===== config.mk =====
export PLATFORM = sky130hd
export DESIGN_NAME = uart_baud_gen_async_tx_flat
export DESIGN_NICKNAME = d
export VERILOG_FILES = /design/src/usart_pkg.sv /design/src/serial_link_if.sv /design/src/uart_baud_gen_async_tx.sv /design/src/flat_wrapper.sv
export SDC_FILE = /design/constraint.sdc
export NUM_CORES = 1
export LEC_CHECK = 0
export CORE_UTILIZATION = 50
export DETAILED_ROUTE_END_ITERATION = 7
export DONT_BUFFER_PORTS = 1
export PLACE_DENSITY = 0.64
export SYNTH_ARGS = -nofsm -noshare
export SYNTH_HDL_FRONTEND = slang
export SYNTH_SLANG_ARGS = --single-unit
export TNS_END_PERCENT = 10

===== constraint.sdc =====
create_clock -name mclk -period 3 [get_ports mclk]
set_input_delay 0.15 -clock mclk [delete_from_list [all_inputs] [get_ports mclk]]
set_output_delay 0.15 -clock mclk [all_outputs]
set_load 0.1 [all_outputs]

===== src/usart_pkg.sv =====
// Shared constants and types for the asynchronous serial transmitter and its link partner
package usart_pkg;
   // Register offsets
   localparam logic [7:0] OFS_RX_CTRL     = 8'h18;
   localparam logic [7:0] OFS_TX_BUF      = 8'h19;
   localparam logic [7:0] OFS_RX_BUF      = 8'h1A;
   localparam logic [7:0] OFS_TX_CTRL     = 8'h98;
   localparam logic [7:0] OFS_DIVISOR     = 8'h99;
   localparam logic [7:0] OFS_FLAGS       = 8'h0C;
   localparam logic [7:0] OFS_IRQ_EN      = 8'h8C;
   // Reset values
   localparam logic [7:0] RST_RX_CTRL     = 8'h00;
   localparam logic [7:0] RST_TX_CTRL     = 8'h02;
   localparam logic [7:0] RST_DIVISOR     = 8'h00;
   // Transmit control bit positions
   localparam int TXC_NINE      = 6;
   localparam int TXC_EN        = 5;
   localparam int TXC_MODE      = 4;
   localparam int TXC_HIGHSPEED = 2;
   localparam int TXC_SHIFT_MT  = 1;
   localparam int TXC_NINTH     = 0;
   localparam logic [7:0] TXC_WR_MASK = 8'hF5;
   // Receive control bit positions
   localparam int RXC_PORT_EN   = 7;
   localparam int RXC_RX_NINE   = 6;
   localparam int RXC_CONT_EN   = 4;
   localparam int RXC_NINTH     = 0;
   // Flag / enable bit position
   localparam int FLG_TX_EMPTY  = 4;
   localparam int FLG_RX_FULL   = 5;
   // Baud prescales: ticks of the divider per bit, less one
   localparam logic [5:0] PRE_ASYNC_LOW  = 6'd63;
   localparam logic [5:0] PRE_ASYNC_HIGH = 6'd15;
   localparam logic [5:0] PRE_SYNC       = 6'd3;
   // Majority sample points within a 16-phase bit, last phase and stop indices
   localparam logic [3:0] SAMPLE_A = 4'h7;
   localparam logic [3:0] SAMPLE_B = 4'h8;
   localparam logic [3:0] SAMPLE_C = 4'h9;
   localparam logic [3:0] PHASE_LAST = 4'hF;
   localparam logic [3:0] STOP_INDEX_8 = 4'h9;
   localparam logic [3:0] STOP_INDEX_9 = 4'hA;
   // Register bus data width
   localparam int DW = 8;

   typedef enum logic [1:0] {
      TX_IDLE  = 2'b00,
      TX_START = 2'b01,
      TX_DATA  = 2'b10,
      TX_STOP  = 2'b11
   } tx_state_t;

   typedef enum logic [1:0] {
      RX_IDLE  = 2'b00,
      RX_START = 2'b01,
      RX_DATA  = 2'b10,
      RX_STOP  = 2'b11
   } rx_state_t;

   // Majority of three samples
   function automatic logic majority3(input logic [2:0] s);
      return (s[0] & s[1]) | (s[0] & s[2]) | (s[1] & s[2]);
   endfunction
endpackage


===== src/serial_link_if.sv =====
// Serial link between the transmitting device and the remote receiver
`timescale 1ns/1ps
interface serial_link_if;
   logic line_o;
   logic line_oe;
   logic line;
   assign line = line_oe ? line_o : 1'b1;
   modport device (output line_o, output line_oe, input line);
   modport remote (input line);
endinterface


===== src/uart_baud_gen_async_tx.sv =====
// Baud generator, asynchronous transmitter and receive-pin majority sampler
//
// Summary of operation
// - Free-running 8-bit timer, divisor sets period
// - Rates divide by 64, 16 or 4
// - Clocked mode ignores high-speed select
// - Divisor write clears the baud timer
// - Receive pin majority of three samples
// - Frame: start, eight or nine, stop
// - Data bits least significant first
// - Transmit and receive share format, rate
// - No hardware parity; ninth bit by software
// - Sleep halts asynchronous operation
// - Mode bit clear selects asynchronous
// - Shifter reloads after stop, if buffered
// - Empty flag cleared only by buffer write
// - Interrupt enable gates empty flag request
// - Shifter-empty status, polled, no interrupt
// - Transmit enable sets empty flag if buffer empty
// - Start needs enable, data, shift clock
// - Empty shifter takes buffer write directly
// - Clearing enable aborts, pin floats
// - Nine-bit select; ninth bit written first
// - Software may prefer high-speed for accuracy
// - Software clears mode, sets port enable
`timescale 1ns/1ps
module uart_baud_gen_async_tx
   import usart_pkg::*;
(
   // Clock, reset, enable
   input  wire logic          mclk,
   input  wire logic          rst,
   input  wire logic          ce,
   input  wire logic          sleep,
   // Register port
   input  wire logic [7:0]    addr,
   input  wire logic [DW-1:0] wdata,
   input  wire logic          wr,
   input  wire logic          rd,
   output logic      [DW-1:0] rdata,
   // Status outputs
   output logic               irq,
   output logic               rx_bit_valid,
   output logic               rx_bit,
   // Serial pins
   input  wire logic          receive_pin,
   serial_link_if.device      link
);
   typedef struct packed {
      logic [7:0]  tx_ctrl;
      logic [7:0]  rx_ctrl;
      logic [7:0]  divisor;
      logic [7:0]  irq_en;
      logic [7:0]  baud_cnt;
      logic [5:0]  pre_cnt;
      logic [7:0]  tx_buf;
      logic        tx_buf_full;
      logic        tx_empty_flag;
      logic [8:0]  shifter;
      logic [3:0]  bit_idx;
      tx_state_t   tx_state;
      logic        line_o;
      logic        line_oe;
      logic [3:0]  rx_phase;
      logic [2:0]  samples;
      logic [1:0]  rx_sync;
      logic        rx_bit_valid;
      logic        rx_bit;
      logic [DW-1:0] rdata;
      logic        irq;
   } state_t;

   state_t s_r, s_nxt;
   logic   async_run;
   logic   bit_tick;
   logic   sub_tick;
   logic   en_now;
   logic   load_shift;
   logic [5:0] pre_max;

   always_comb begin
      s_nxt      = s_r;
      async_run  = s_r.rx_ctrl[RXC_PORT_EN] && !s_r.tx_ctrl[TXC_MODE] && !sleep;
      if (s_r.tx_ctrl[TXC_MODE])
         pre_max = PRE_SYNC;
      else if (s_r.tx_ctrl[TXC_HIGHSPEED])
         pre_max = PRE_ASYNC_HIGH;
      else
         pre_max = PRE_ASYNC_LOW;
      sub_tick   = 1'b0;
      bit_tick   = 1'b0;
      s_nxt.rdata        = '0;
      s_nxt.rx_bit_valid = 1'b0;

      // Baud timer: one sub-tick per divisor+1 cycles; bit tick per pre_max+1 sub-ticks
      if (!sleep) begin
         if (s_r.baud_cnt == s_r.divisor) begin
            s_nxt.baud_cnt = '0;
            sub_tick       = 1'b1;
         end else begin
            s_nxt.baud_cnt = s_r.baud_cnt + 8'h01;
         end
         if (sub_tick) begin
            if (s_r.pre_cnt >= pre_max) begin
               s_nxt.pre_cnt = '0;
               bit_tick      = 1'b1;
            end else begin
               s_nxt.pre_cnt = s_r.pre_cnt + 6'd1;
            end
         end
      end

      // Receive pin majority sampler, shared bit clock, 16 phases per bit
      s_nxt.rx_sync = {s_r.rx_sync[0], receive_pin};
      if (async_run && sub_tick && (s_r.pre_cnt[1:0] == 2'b00 || s_r.tx_ctrl[TXC_HIGHSPEED])) begin
         s_nxt.rx_phase = s_r.rx_phase + 4'h1;
         if (s_r.rx_phase == SAMPLE_A || s_r.rx_phase == SAMPLE_B || s_r.rx_phase == SAMPLE_C)
            s_nxt.samples = {s_r.samples[1:0], s_r.rx_sync[1]};
         if (s_r.rx_phase == SAMPLE_C) begin
            s_nxt.rx_bit       = majority3({s_r.samples[1:0], s_r.rx_sync[1]});
            s_nxt.rx_bit_valid = 1'b1;
         end
      end

      // Transmit state machine
      en_now     = s_r.tx_ctrl[TXC_EN];
      load_shift = 1'b0;
      if (!en_now) begin
         s_nxt.tx_state = TX_IDLE;
         s_nxt.line_oe  = 1'b0;
         s_nxt.line_o   = 1'b1;
      end else if (async_run) begin
         s_nxt.line_oe = 1'b1;
         unique case (s_r.tx_state)
            TX_IDLE: begin
               s_nxt.line_o = 1'b1;
               if (s_r.tx_buf_full) begin
                  load_shift     = 1'b1;
                  s_nxt.shifter  = {s_r.tx_ctrl[TXC_NINTH], s_r.tx_buf};
                  s_nxt.tx_state = TX_START;
               end
            end
            TX_START: begin
               if (bit_tick) begin
                  s_nxt.line_o   = 1'b0;
                  s_nxt.bit_idx  = 4'h0;
                  s_nxt.tx_state = TX_DATA;
               end
            end
            TX_DATA: begin
               if (bit_tick) begin
                  s_nxt.bit_idx = s_r.bit_idx + 4'h1;
                  if ((s_r.bit_idx == 4'h8 && !s_r.tx_ctrl[TXC_NINE]) || s_r.bit_idx == 4'h9) begin
                     s_nxt.line_o   = 1'b1;
                     s_nxt.tx_state = TX_STOP;
                  end else begin
                     s_nxt.line_o  = s_r.shifter[0];
                     s_nxt.shifter = {1'b0, s_r.shifter[8:1]};
                  end
               end
            end
            TX_STOP: begin
               if (bit_tick) begin
                  if (s_r.tx_buf_full) begin
                     load_shift     = 1'b1;
                     s_nxt.shifter  = {s_r.tx_ctrl[TXC_NINTH], s_r.tx_buf};
                     s_nxt.tx_state = TX_START;
                  end else begin
                     s_nxt.tx_state = TX_IDLE;
                  end
               end
            end
         endcase
      end

      if (load_shift) begin
         s_nxt.tx_buf_full   = 1'b0;
         s_nxt.tx_empty_flag = 1'b1;
      end

      // Register writes
      if (wr) begin
         unique case (addr)
            OFS_TX_CTRL: begin
               s_nxt.tx_ctrl = (wdata & TXC_WR_MASK) | (s_r.tx_ctrl & ~TXC_WR_MASK);
               if (wdata[TXC_EN] && !s_r.tx_ctrl[TXC_EN])
                  s_nxt.tx_empty_flag = !s_r.tx_buf_full || load_shift;
            end
            OFS_RX_CTRL: s_nxt.rx_ctrl = {wdata[7:4], 4'h0};
            OFS_DIVISOR: begin
               s_nxt.divisor = wdata;
               s_nxt.baud_cnt = '0;
               s_nxt.pre_cnt = '0;
            end
            OFS_IRQ_EN:  s_nxt.irq_en = wdata;
            OFS_TX_BUF: begin
               s_nxt.tx_buf        = wdata;
               s_nxt.tx_buf_full   = 1'b1;
               s_nxt.tx_empty_flag = 1'b0;
            end
            default: ;
         endcase
      end

      s_nxt.tx_ctrl[TXC_SHIFT_MT] = (s_nxt.tx_state == TX_IDLE);
      s_nxt.irq = s_nxt.tx_empty_flag && s_nxt.irq_en[FLG_TX_EMPTY];

      if (rd) begin
         unique case (addr)
            OFS_TX_CTRL: s_nxt.rdata = s_r.tx_ctrl;
            OFS_RX_CTRL: s_nxt.rdata = s_r.rx_ctrl;
            OFS_DIVISOR: s_nxt.rdata = s_r.divisor;
            OFS_IRQ_EN:  s_nxt.rdata = s_r.irq_en;
            OFS_TX_BUF:  s_nxt.rdata = s_r.tx_buf;
            OFS_FLAGS:   s_nxt.rdata = {3'b000, s_r.tx_empty_flag, 4'h0};
            default:     s_nxt.rdata = '0;
         endcase
      end
   end

   always_ff @(posedge mclk) begin
      if (rst) begin
         s_r         <= '0;
         s_r.tx_ctrl <= RST_TX_CTRL;
         s_r.rx_ctrl <= RST_RX_CTRL;
         s_r.divisor <= RST_DIVISOR;
         s_r.line_o  <= 1'b1;
         s_r.rx_sync <= 2'b11;
         s_r.samples <= 3'b111;
         s_r.rx_bit  <= 1'b1;
      end else if (ce) begin
         s_r <= s_nxt;
      end
   end

   assign rdata        = s_r.rdata;
   assign irq          = s_r.irq;
   assign rx_bit_valid = s_r.rx_bit_valid;
   assign rx_bit       = s_r.rx_bit;
   assign link.line_o  = s_r.line_o;
   assign link.line_oe = s_r.line_oe;
endmodule


===== src/flat_wrapper.sv =====
// flat-port wrapper written by rule: the top's interface ports become plain ports
module uart_baud_gen_async_tx_flat import usart_pkg::*;
  (mclk, rst, ce, sleep, addr, wdata, wr, rd, rdata, irq, rx_bit_valid, rx_bit, receive_pin, link_line_o, link_line_oe);
  serial_link_if link_i ();
  input  wire logic mclk;
  input  wire logic rst;
  input  wire logic ce;
  input  wire logic sleep;
  input  wire logic [7:0] addr;
  input  wire logic [DW-1:0] wdata;
  input  wire logic wr;
  input  wire logic rd;
  output logic      [DW-1:0] rdata;
  output logic irq;
  output logic rx_bit_valid;
  output logic rx_bit;
  input  wire logic receive_pin;
  output wire logic [$bits(link_i.line_o)-1:0] link_line_o;
  output wire logic [$bits(link_i.line_oe)-1:0] link_line_oe;
  assign link_line_o = link_i.line_o;
  assign link_line_oe = link_i.line_oe;
  uart_baud_gen_async_tx u_core (.mclk(mclk), .rst(rst), .ce(ce), .sleep(sleep), .addr(addr), .wdata(wdata), .wr(wr), .rd(rd), .rdata(rdata), .irq(irq), .rx_bit_valid(rx_bit_valid), .rx_bit(rx_bit), .receive_pin(receive_pin), .link(link_i));
endmodule

# After elaboration in Yosys (flattened, before gate mapping)
# Cells that the tools add are included.
# totals
reg_bits	88
in_bits	23
out_inout_bits	13
word_cells	135
# classes
addsub	4
n_lt_le_gt_ge	1
eq_ne	23
muxes	44
n_bitwise	6
reduce_logical	34
# op_table
op	n
$pmux W8 S6	1
$mux W9	4
$mux W29	1
$mux W14	2
$pmux W9 S3	1
$eq A8 B8 Y1 const B	3
$mux W6	4
$reduce_and A3 Y1	7
$eq A4 B4 Y1 const B	4
$eq A8 B5 Y1 const B	2
$mux W16	1
$mux W8	2
$mux W1	13
$mux W2	6
$add A4 B1 Y4 const B	2
$add A8 B1 Y8 const B	1
$eq A8 B4 Y1 const B	1
$eq A8 B8 Y1	1
$mux W4	2
$or A8 B4 Y8	1
$pmux W2 S4	1
$pmux W4 S2	1
$logic_and A1 B1 Y1	7
$mux W7	1
other kinds (23)	43

# Logic depth before layout (Yosys ltp)
# Gate-level depths: netlist (run 1).
# depth
ltp_word	15
mapped_depth	9
ltp_nobuf	8

# Worst setup path before layout (run 1)
# Ideal clock, no wire load.
# synth_path
kind	register to register
startpoint	reg u_core.s_r[89] (netlist bit)
endpoint	reg u_core.s_r (netlist bit u_core.irq)
setup_time_ns	0.119
arrival_ns	2.257
required_ns	2.881
setup_slack_ns	0.624
stages_incl_launch_ff	10
n_path_buf	1
synth_period_minus_slack_ns	2.376
path_cell_list	dfxtp_1 > or2_2 > ha_1 > a21oi_1 > nor2b_1 > or3_1 > clkbuf_1 > a41oi_1 > o211ai_1 > a32o_1
# synth_via
elab_chain_len	14
elab_cells_between_ends	18
cone_classes	1 x order compare; 12 x mux; 5 x reduce/logical
# synth_rtl
item	line	rtl
start: declaration	uart_baud_gen_async_tx.sv:73	state_t s_r, s_nxt;
start signal: assignment	uart_baud_gen_async_tx.sv:232	s_r <= s_nxt;
$mux W6	uart_baud_gen_async_tx.sv:84	if (s_r.tx_ctrl[TXC_MODE])
$ge A6 B6 Y1	uart_baud_gen_async_tx.sv:104	if (s_r.pre_cnt >= pre_max) begin
$mux W1	uart_baud_gen_async_tx.sv:104	
$mux W1	uart_baud_gen_async_tx.sv:103	if (sub_tick) begin
$mux W1	uart_baud_gen_async_tx.sv:96	if (!sleep) begin
$mux W1	uart_baud_gen_async_tx.sv:163	if (bit_tick) begin
$pmux W1 S2	uart_baud_gen_async_tx.sv:134	unique case (s_r.tx_state)
$mux W1 (*)	uart_baud_gen_async_tx.sv:132	end else if (async_run) begin
$mux W1 (*)	uart_baud_gen_async_tx.sv:128	if (!en_now) begin
$mux W2 or $logic_or A1 B1 Y1 (tied branches)	uart_baud_gen_async_tx.sv:176, uart_baud_gen_async_tx.sv:187	
$mux W1	uart_baud_gen_async_tx.sv:186	if (wdata[TXC_EN] && !s_r.tx_ctrl[TXC_EN])
$pmux W1 S2	uart_baud_gen_async_tx.sv:183	unique case (addr)
$mux W29 (*)	uart_baud_gen_async_tx.sv:182	if (wr) begin
$logic_and A1 B1 Y1 (*)	uart_baud_gen_async_tx.sv:206	s_nxt.irq = s_nxt.tx_empty_flag && s_nxt.irq_en[FLG_TX_EMPTY];
# Mark *: on every way between the ends. The rest lies on a longest branch, timed or not.
# A chain may end at the register's enable or synchronous reset.

# Worst setup path after layout (run 1)
# layout_path
startpoint	reg u_core.s_r[89] (netlist bit)
endpoint	reg u_core.s_r[30] (netlist bit)
# layout_via
elab_chain_len	7
elab_cells_between_ends	11
cone_classes	1 x order compare; 2 x eq/ne; 4 x mux; 4 x reduce/logical
# layout_rtl
item	line
$mux W6	uart_baud_gen_async_tx.sv:84
$ge A6 B6 Y1	uart_baud_gen_async_tx.sv:104
$mux W1	uart_baud_gen_async_tx.sv:104
$mux W1	uart_baud_gen_async_tx.sv:103
$mux W1	uart_baud_gen_async_tx.sv:96
$ne A2 B1 Y1 (no line)	-
$reduce_and A7 Y1 (no line) (*)	-
# Marks and branches as above.

==> results.md, run 1 <==
* Initial antenna violation count at 0
* 1st-iter DRT viols at 270
* RSZ-0062 raised after global routing: no
* # IOs at 36
* Post-CTS Hold Fix Bufs at 14
* Switching share of total power at 24.6%
* Clock root cell: clkbuf_8
* Clock sinks at 87
* Routed wire length at 11.4 mm
* Fin cells at 636
* Hold Path End: u_core.s_r[48]
* Met3 GRT Util at 4.75%
* Post-synthesis mux area share at 10.8%
* Nets at 563
* Max incr delay on CP at 0.54 ns
* Yosys top cell area share at 38.3%
* Core box area at 0.00876 mm^2
* Initial Utilization at 51.9%
* WHS at 0.0189 ns
* Clock Skew at 0.0134 ns
* Achievable Freq at 0.357 GHz
* Hold Crit Depth at 3
* Final setup violation count at 0
* Worst Path Required at 3.29 ns
* Peak supply drop at 0.197 mV
* Overflow after GRT at 0
* Synth Area in Compound Gates at 16.4%
* Total power at 2.15 mW
* CP max-delay cell: or3_1
* Fraction of layout cells with a size suffix above 1 at 8.14%
* CP Launch Type: register
* Relative slew slack at 32.5%
* Worst hold path class: input pin to register
* Largest net degree at the start of global routing at 62
* Clock power share at 40.6%
* Seq/Total Area, Yosys at 38.3%
* CTS resizes at 0
* Ranking of synthesized cells by area: dfxtp_1, mux2i_1, nor2_1, ha_1, a21oi_1
* GRT Max-Usage Layer: met2
* CTS tree: yes
* Syn Area/Cell at 8.77 um^2
* Async set-or-reset flop fraction in the synthesized netlist at 0%
* Area share of xor/xnor cells in the synthesized design at 3.08%
* Max Slew Vio Count at 0
* Hold_sp: rst
* Maxcap violations at 0
* Critical path, cell by cell: or2_2 > ha_1 > a21oi_1 > nor2b_1 > or3_1 > o2bb2ai_1 > a21oi_1 > o2bb2ai_1
* Synth Net Count at 559
* Setup slack of the most critical reg-to-reg path at 0.20 ns
* Cell accounting for the most synthesized area: dfxtp_1
* Gr usage total at 24.9%
* Placed Cells at 606
* Final ANT Viol Nets at 0
* Final period util at 93.5%
* Cell area after layout at 0.00499 mm^2
* Critical Path AT at 3.09 ns
* Setup crit end kind: register
* Die Y-Extent at 97.4 um
* Worst R2R End: u_core.s_r[30]
* Post-synthesis cell type count at 62
* Synthesized-area fraction occupied by adder cells at 4.67%
* Period minus WS final at 2.80 ns
* WS Path Type: register to register
* Synth Area in Simple Gates at 21.8%
* Routed vias/inst at 5.96
* Number of buffers added on ports at 0
* Internal power at 1.62 mW
* DRC at 0
* Global-route wire length before repair at 18.7 mm
* Synth Flop Type: dfxtp_1
* # diodes at 0
* Synth Cell Area at 0.00455 mm^2
* Setup TNS at 0 ns
* Fillers at 816
* Register bit total from synthesis at 87
* Vias at 3790
* Synth warnings at 0
* Met1 Use GR at 34.8%
* Leakage power at 1.93 nW
* Vias in the first global route at 3587
* Clock Path Buffers at 2
* Site Rows at 34
* Postcts setup bufs at 0
* Seq pwr share at 54.1%
* H-tree Lvls at 3
* Status: finished clean
* Synth-to-Final Area Change at 9.70%
* Worst-skew pair later-pin latency at 0.36 ns
* Router iterations before antenna repair at 5
* Depth of the worst register-to-register path at 8
* Slew @ Worst Pin at 1.01 ns
* FF-to-FF Start: u_core.s_r[89]
* NetSw at 530 uW
* GR Layer Usage met2 at 36.8%
* Logic pwr share at 5.3%
* CTS Buf Count at 9
* Number of synthesized flops with an enable pin at 0
* Gpl congestion at 0.901
* Die ar. at 0.00949 mm^2
* Final Hold Viols at 0
* Worst-path clk slew at 0.09 ns
* DP Wirelength at 7.85 mm
* Worst-path maximum fanout at 14
* Largest family of logic cells by synthesized area: simple AND/OR/NAND/NOR gates
* Die Width at 97.4 um
* DP Area at 0.00462 mm^2
* Wire per inst at 17.9 um
* Post-Syn Instances at 519
* Cell Pwr Density at 431 mW/mm^2
==> synth_stat cells (all sizes together), types with 8 or more instances <==
master / number
nor3: 8
o2bb2ai: 10
xnor2: 11
a21oi: 33
clkbuf: 19
o21ai: 13
and3: 8
dfxtp: 87
buf: 14
nand3: 12
nor2b: 15
inv: 16
ha: 17
nor2: 76
nand4: 10
mux2i: 40
nand2: 32
==> kinds of logic after synthesis <==
family	count (synthesis)
compound gates	109
simple gates	195
mux	45
xor+xnor	16
buf+inv	50
fa+ha+maj	17
flops	87
==> critical path: cells and delay by family, from the launching register on <==
family          cells  cell delay (ns)
compound gates      4             1.13
simple gates        3             0.94
flops               1             0.37
fa+ha+maj           1             0.30
==> registers in the layout (all words and copies together) (netlist names) <==
| register | count |
|---|---|
| u_core.irq | 1 |
| u_core.rdata | 8 |
| u_core.en_now | 1 |
| u_core.rx_bit | 1 |
| u_core.link.line_o | 1 |
| u_core.rx_bit_valid | 1 |
| u_core.link.line_oe | 1 |
| u_core.s_nxt | 1 |
| u_core.s_r | 72 |
==> metal layers <==
metal | up-vias | share of wire, %
met5 | - | 0
met4 | 0 | 2.9
met3 | 25 | 5.7
met2 | 106 | 45
met1 | 1797 | 47
li1 | 1862 | -
==> area by class of cell <==
class                           count  area (um^2)  area share, %
Clock inverter                      6         78.8           1.58
Inverter                           17         63.8           1.28
Multi-Input combinational cell    382         2590           51.8
Sequential cell                    87         1740           34.9
Tap cell                          108          135           2.71
Timing Repair Buffer               26          248           4.96
Clock buffer                       10          138           2.76
==> per-stage QoR <==
| step | util (%) | setup WS [ns] |
|---|---|---|
| 2_1_floorplan | - | 0.624 |
| 3_3_place_gp | 52.7 | 0.351 |
| 3_5_place_dp | 52.7 | 0.243 |
| 4_1_cts | 57.0 | 0.239 |
| 5_1_grt | 57.0 | 0.0808 |
| 6_report | 57.0 | 0.195 |
==> worst max-delay path by stage <==
stage	end	slack, ns	start
floorplan	u_core.irq	0.62	u_core.s_r[89]
global placement	u_core.s_r[33]	0.35	u_core.s_r[89]
detailed placement	u_core.s_r[28]	0.24	u_core.s_r[89]
CTS	u_core.s_r[30]	0.24	u_core.s_r[89]
global route	u_core.s_r[30]	0.08	u_core.s_r[89]
finish	u_core.s_r[30]	0.20	u_core.s_r[89]
==> power groups by stage <==
stage / logic [mW] / clock network (mW) / registers [mW]
after floorplan: 0.0779 / 0 / 1.19
after global placement: 0.0748 / 0 / 1.19
after detailed placement: 0.0756 / 0 / 1.19
after CTS: 0.115 / 0.890 / 1.16
after global routing: 0.126 / 0.944 / 1.16
final: 0.115 / 0.873 / 1.16
==> cell usage in the layout (no fill, tap or decap), types with 4 or more instances in the layout <==
cell type,instances
buf_4,12
a31oi_1,4
nor2b_1,15
nand2_1,32
and3_1,8
a21oi_1,33
o211ai_1,4
a22oi_1,6
nand4_1,10
xor2_1,5
nand3_1,12
nor2_1,76
inv_1,16
ha_1,17
dlygate4sd3_1,13
o21ai_0,13
clkbuf_8,10
xnor2_1,11
nand3b_1,6
mux2i_1,40
a22o_1,5
nand2b_1,4
dfxtp_1,87
o2bb2ai_1,10
a211o_1,4
nor3_1,6
Note: power is estimated with default switching activity, not from simulation.
==> inputs of run 2 (changes only) <==
- BUFFER_PORTS_ARGS: default -> -buffer_cell sky130_fd_sc_hd__buf_4
- DONT_BUFFER_PORTS: 1 -> default
- PLACE_DENSITY: 0.64 -> 0.67
- clock period: 3 -> 3.11 ns (I/O delays scaled with it)
==> results.md, run 2 (synthesis gave the netlist of run 1 again) <==
* WHS at 0.0636 ns (+0.0447 ns)
* # diodes at 0 (unchanged)
* Layout Utilization at 57.5% (+0.54 points)
* Postcts setup bufs at 0 (unchanged)
* Wire per inst at 17.0 um (-5.2%)
* DRC at 0 (unchanged)
* Final ANT Viol Nets at 0 (unchanged)
* Status: finished clean
* Die Y-Extent at 97.4 um (unchanged)
* Initial antenna violation count at 0 (unchanged)
* Routed wire length at 11.1 mm (-2.5%)
* Worst-path maximum fanout at 14 (unchanged)
* Synth-to-Final Area Change at 10.7%
* DP Wirelength at 7.98 mm (+1.7%)
* Gr usage total at 24.6% (-0.34 points)
* RSZ-0062 raised after global routing: no
* Delay-heaviest family, CP: compound AO/OA/AOI/OAI gates
* Commonest non-fill, non-tap cell in the layout: dfxtp_1
* Cell area after layout at 0.00504 mm^2 (+0.95%)
* CP Launch Type: register
* CTS Buf Count at 9 (unchanged)
* Period minus WS final at 2.77 ns (-0.0383 ns)
* Depth of the worst register-to-register path at 8 (unchanged)
* CTS tree: yes
* Critical path, cell by cell: or2_2 > ha_1 > a21oi_1 > nor2b_1 > or3_1 > o2bb2ai_1 > a21oi_1 > o2bb2ai_1
* Site Rows at 34 (unchanged)
* H-tree Lvls at 3 (unchanged)
* Clock Skew at 0.0154 ns (+0.00195 ns)
* Achievable Freq at 0.361 GHz (+1.4%)
* Setup crit end kind: register
* Initial Utilization at 51.9% (unchanged)
* Vias at 3856 (+1.7%)
* Vias in the first global route at 3633 (+1.3%)
* Most flop-heavy register: u_core.s_r
* Sequential Area at 0.00174 mm^2 (unchanged)
* Cell Pwr Density at 396 mW/mm^2 (-8.1%)
* Nets at 581 (+3.2%)
* Clock root cell: clkbuf_8
* Setup ws final at 0.344 ns (+0.148 ns)
* Largest net degree at the start of global routing at 39 (-37%)
* Total power at 2.00 mW (-7.2%)
* DP Area at 0.00485 mm^2 (+5.0%)
* Placed Cells at 637 (+5.1%)
* Final period util at 89.0% (-4.5 points)
* Final setup violation count at 0 (unchanged)
* Clock Path Buffers at 2 (unchanged)
* Critical path buffers and inverters at 0 (unchanged)
* Core box area at 0.00876 mm^2 (unchanged)
* Router iterations before antenna repair at 7 (+2)
* CTS resizes at 0 (unchanged)
* Critical Path AT at 3.06 ns (-0.03 ns)
* Worst hold path class: input pin to register
* Relative slew slack at 39.4% (+6.9 points)
* Routed vias/inst at 5.90 (-1.1%)
* Post-CTS Hold Fix Bufs at 1 (-13)
* Multi-input logic area at 0.00259 mm^2 (unchanged)
* Worst-path clk slew at 0.10 ns (about the same)
* 1st-iter DRT viols at 231 (-14%)
* Worst Path Required at 3.40 ns (+0.11 ns)
* Leakage power at 2.01 nW (+4.1%)
* Max Slew Vio Count at 0 (unchanged)
* Peak supply drop at 0.214 mV (+8.7%)
* Gpl congestion at 0.884 (-1.9%)
* Fin cells at 654 (+2.8%)
* # IOs at 36 (unchanged)
* Number of cells on the critical path at 8 (unchanged)
* Die ar. at 0.00949 mm^2 (unchanged)
* Maxcap violations at 0 (unchanged)
* Die Width at 97.4 um (unchanged)
* Fillers at 792 (-2.9%)
* Slew @ Worst Pin at 0.898 ns (-0.113 ns)
* Max FFs per register at 72 (unchanged)
* Most frequent cells in the layout: dfxtp_1, nor2_1, buf_4
* WS Path Type: register to register
* Hold Crit Depth at 3 (unchanged)
* Setup TNS at 0 ns (unchanged)
* Max incr delay on CP at 0.52 ns (-0.02 ns)
* Global-route wire length before repair at 18.8 mm (+0.63%)
* Overflow after GRT at 0 (unchanged)
* CP max-delay cell: or3_1
* Final Hold Viols at 0 (unchanged)
* Fraction of layout cells with a size suffix above 1 at 13.2% (+5.0 points)
* Placement Setup Slack at 0.404 ns (+0.161 ns)
* Worst-skew pair later-pin latency at 0.37 ns (about the same)
* Number of buffers added on ports at 35 (+35)
* Clock sinks at 87 (unchanged)
-- run 2: power breakdown --
group	internal, mW	switching, mW	total [mW]	leakage [nW]
clock	0.302	0.437	0.739	0.0879
combinational	0.0466	0.0880	0.135	1.22
sequential	1.12	0.00405	1.12	0.702
-- run 2: path summary, 6_finish.rpt --
kind	start	end	slack, ns
max	u_core.s_r[89]	u_core.s_r[31]	0.34
min	wdata[0]	u_core.s_r[61]	0.06
max reg2reg	u_core.s_r[89]	u_core.s_r[31]	0.34
min reg2reg	u_core.s_nxt[12]	u_core.s_r[12]	0.46
-- run 2: metal layers --
layer | wire, um | up-vias | GRT usage, % | part of all wire, %
li1 | - | 1899 | - | -
met1 | 5410 | 1817 | 35.7 | 49
met2 | 4920 | 124 | 37.7 | 44
met3 | 625 | 16 | 4.17 | 5.6
met4 | 151 | 0 | 6.45 | 1.4
met5 | 0 | - | 0 | 0
-- run 2: final cells by class --
cell class / count / area share (%)
inverter: 17 / 1.27
clock buffer: 10 / 2.53
timing repair buffer: 44 / 6.60
tap: 108 / 2.68
clock inverter: 6 / 1.02
multi-input combinational: 382 / 51.4
sequential: 87 / 34.5
-- run 2: worst reg2reg max path: cells and delay by family, from the launching register on --
kind | cells | cell delay (ns)
adder cells (fa/ha/maj) | 1 | 0.29
flip-flops | 1 | 0.38
AO/OA/AOI/OAI | 4 | 1.12
AND/OR/NAND/NOR | 3 | 0.90
==> inputs of run 3 (changes only) <==
- ABC_AREA: default -> 1
- CAP_MARGIN: default -> 40
==> results.md, run 3 <==
* Leakage power at 2.06 nW (+2.4%)
* Worst R2R End: u_core.s_r[36]
* Critical Path AT at 2.76 ns (-0.30 ns)
* Final period util at 80.4% (-8.5 points)
* Worst Path Required at 3.36 ns (-0.04 ns)
* Clock Skew at 0.0111 ns (-0.00430 ns)
* Final setup violation count at 0 (unchanged)
* Seq/Total Area, Yosys at 37.7% (-0.59 points)
* Syn Area/Cell at 6.89 um^2 (-21%)
* RSZ-0062 raised after global routing: no
* Period minus WS final at 2.50 ns (-0.265 ns)
* Number of buffers added on ports at 35 (unchanged)
* Async set-or-reset flop fraction in the synthesized netlist at 0% (unchanged)
* DP Wirelength at 8.85 mm (+11%)
* Layout Utilization at 57.8% (+0.31 points)
* Fraction of layout cells with a size suffix above 1 at 9.61% (-3.6 points)
* Synth Flop Type: dfxtp_1
* Wire per inst at 15.0 um (-12%)
* Number of synthesized flops with an enable pin at 0 (unchanged)
* Vias at 4418 (+15%)
* Gr usage total at 25.9% (+1.3 points)
* Postcts setup bufs at 0 (unchanged)
* Routed wire length at 12.1 mm (+8.7%)
* Die Width at 98.2 um (+0.76%)
* Synth-to-Final Area Change at 10.7% (about the same)
* Cell Pwr Density at 421 mW/mm^2 (+6.4%)
* Yosys top cell area share at 37.7% (-0.59 points)
* Worst-path maximum fanout at 18 (+4)
* Synth Cell Area at 0.00462 mm^2 (+1.6%)
* Slew @ Worst Pin at 0.597 ns (-0.301 ns)
* Cell accounting for the most synthesized area: dfxtp_1
* Logic pwr share at 7.0% (+0.3 points)
* Peak supply drop at 0.206 mV (-3.9%)
* WS Path Type: register to register
* # IOs at 36 (unchanged)
* # diodes at 0 (unchanged)
* Worst hold path class: input pin to register
* 1st-iter DRT viols at 263 (+14%)
* Maxcap violations at 0 (unchanged)
* Most frequent cell after synthesis: nand2_1
* Max Slew Vio Count at 0 (unchanged)
* Depth of the worst register-to-register path at 13 (+5)
* Routed met3 length at 559 um (-11%)
* Met1 Wirelength at 5.73 mm (+6.0%)
* Cell area after layout at 0.00512 mm^2 (+1.5%)
* Overflow after GRT at 0 (unchanged)
* Commonest non-fill, non-tap cell in the layout: nand2_1
* Initial Utilization at 52.2% (+0.31 points)
* H-tree Lvls at 3 (unchanged)
* CP Launch Type: register
* Worst-path clk slew at 0.08 ns (-0.02 ns)
* Final ANT Viol Nets at 0 (unchanged)
* CTS Buf Count at 9 (unchanged)
* Synth warnings at 0 (unchanged)
* Most frequent cells in the layout: nand2_1, dfxtp_1, inv_1
* Status: finished clean
* Clock Path Buffers at 2 (unchanged)
* Switching share of total power at 24.0% (-2.5 points)
* CTS resizes at 0 (unchanged)
* Setup TNS at 0 ns (unchanged)
* Max FFs per register at 72 (unchanged)
* Internal power at 1.64 mW (+12%)
* Clock sinks at 87 (unchanged)
* DRC at 0 (unchanged)
* Core box area at 0.00885 mm^2 (+0.97%)
* DP Area at 0.00490 mm^2 (+0.90%)
* Setup slack of the most critical reg-to-reg path at 0.61 ns (+0.27 ns)
* Post-synthesis cell type count at 39 (-37%)
* Ranking of synthesized cells by area: dfxtp_1, nand2_1, a21oi_1, inv_1, o21ai_0
* Top sig layer: met4
* Final Hold Viols at 0 (unchanged)
* CTS tree: yes
* Site Rows at 34 (unchanged)
* Clock root cell: clkbuf_8
* Met2 wire len at 5.60 mm (+14%)
* Relative slew slack at 59.9% (+20 points)
* Gpl congestion at 0.958 (+8.3%)
* Die ar. at 0.00964 mm^2 (+1.5%)
* FF-to-FF Start: u_core.s_r[89]
* Seq pwr share at 52.2% (-4.0 points)
* Die Y-Extent at 98.2 um (+0.76%)
* Crit path from: u_core.s_r[89]
* Fillers at 858 (+8.3%)
* Router iterations before antenna repair at 5 (-2)
* Post-CTS Hold Fix Bufs at 1 (unchanged)
* Synth Net Count at 711 (+27%)
* Post-Syn Instances at 671 (+29%)
* Register bit total from synthesis at 87 (unchanged)
* Largest net degree at the start of global routing at 32 (-18%)
* Initial antenna violation count at 0 (unchanged)
* Setup crit end kind: register
* Achievable Freq at 0.400 GHz (+11%)
* NetSw at 518 uW (-2.2%)
* Critical Path End: u_core.s_r[36]
* Most flop-heavy register: u_core.s_r
* Top cells by count, synth: nand2_1, dfxtp_1, inv_1, nor2_1, a21oi_1
* Clock power share at 40.8% (+3.8 points)
* Nets at 733 (+26%)
* Global-route wire length before repair at 19.9 mm (+5.6%)
* Worst-skew pair later-pin latency at 0.36 ns (about the same)
* Routed vias/inst at 5.49 (-6.9%)
* Vias in the first global route at 4077 (+12%)
## run 3: cell types whose count changed in the layout (fill, tap and decap cells not counted), moves of 10 or more
cell,change
nand2_1,+125
mux2i_1,-40
inv_1,+64
o21ai_0,+40
nand3_1,+23
xnor2_1,-11
nor2b_1,-15
o2bb2ai_1,-10
a21oi_1,+31
## run 3: critical path: stages (launching register included)
cell and delay (ns):
dfxtp_1 0.35, inv_1 0.11, nand2_1 0.09, ha_1 0.30, nand2_1 0.07, o21a_1 0.19, nand2_1 0.10, nand3_2 0.14
nand2_2 0.12, nand3_2 0.11, nor3_4 0.50, o21ai_0 0.19, nand2_1 0.09, nor2_1 0.04
## run 3: layout make-up
class | count | area [um^2] | area share, %
Clock buffer | 11 | 141 | 2.76
Inverter | 85 | 319 | 6.23
Clock inverter | 4 | 70.1 | 1.37
Tap cell | 108 | 135 | 2.64
Timing Repair Buffer | 40 | 310 | 6.06
Multi-Input combinational cell | 470 | 2400 | 46.9
Sequential cell | 87 | 1740 | 34.0
## run 3: metrics by stage
stage	power (mW)	hold slack [ns]	setup WS (ns)	cells
finish	2.16	0.0564	0.609	805
global route	2.21	0.0581	0.402	805
CTS	2.16	0.0524	0.622	805
detailed placement	1.30	0.368	0.653	789
global placement	1.30	0.363	0.733	788
floorplan	1.24	0.271	1.01	671
## run 3: how the worst min path moves through the flow
stage,start,end,slack [ns],depth (start not counted)
finish,wdata[3],u_core.s_r[64],0.06,3
floorplan,sleep,u_core.s_r[53],0.27,1
global route,sleep,u_core.s_r[53],0.06,2
global placement,receive_pin,u_core.s_nxt[12],0.36,3
CTS,wdata[3],u_core.s_r[64],0.05,3
detailed placement,receive_pin,u_core.s_nxt[12],0.37,3
## run 3: cell families after synthesis
family                     share of synthesized area [%]
buffers and inverters                               10.4
AOI/OAI and AO/OA                                   17.3
adders and majority gates                           4.60
xor gates and xnor gates                            1.33
DFF                                                 37.7
and+or+nand+nor                                     28.7
## run 3: routing by layer
metal  global-route usage (%)  up-vias
met3                     4.01       16
met5                        0        -
met1                     34.2     2054
met2                     43.8      111
li1                         -     2237
met4                     7.46        0
## run 3: power by group through the flow
stage | clock [mW] | sequential (mW) | combinational (mW)
2_1_floorplan | 0 | 1.15 | 0.0862
3_3_place_gp | 0 | 1.15 | 0.145
3_5_place_dp | 0 | 1.15 | 0.148
4_1_cts | 0.886 | 1.12 | 0.150
5_1_grt | 0.920 | 1.13 | 0.167
6_report | 0.879 | 1.12 | 0.151
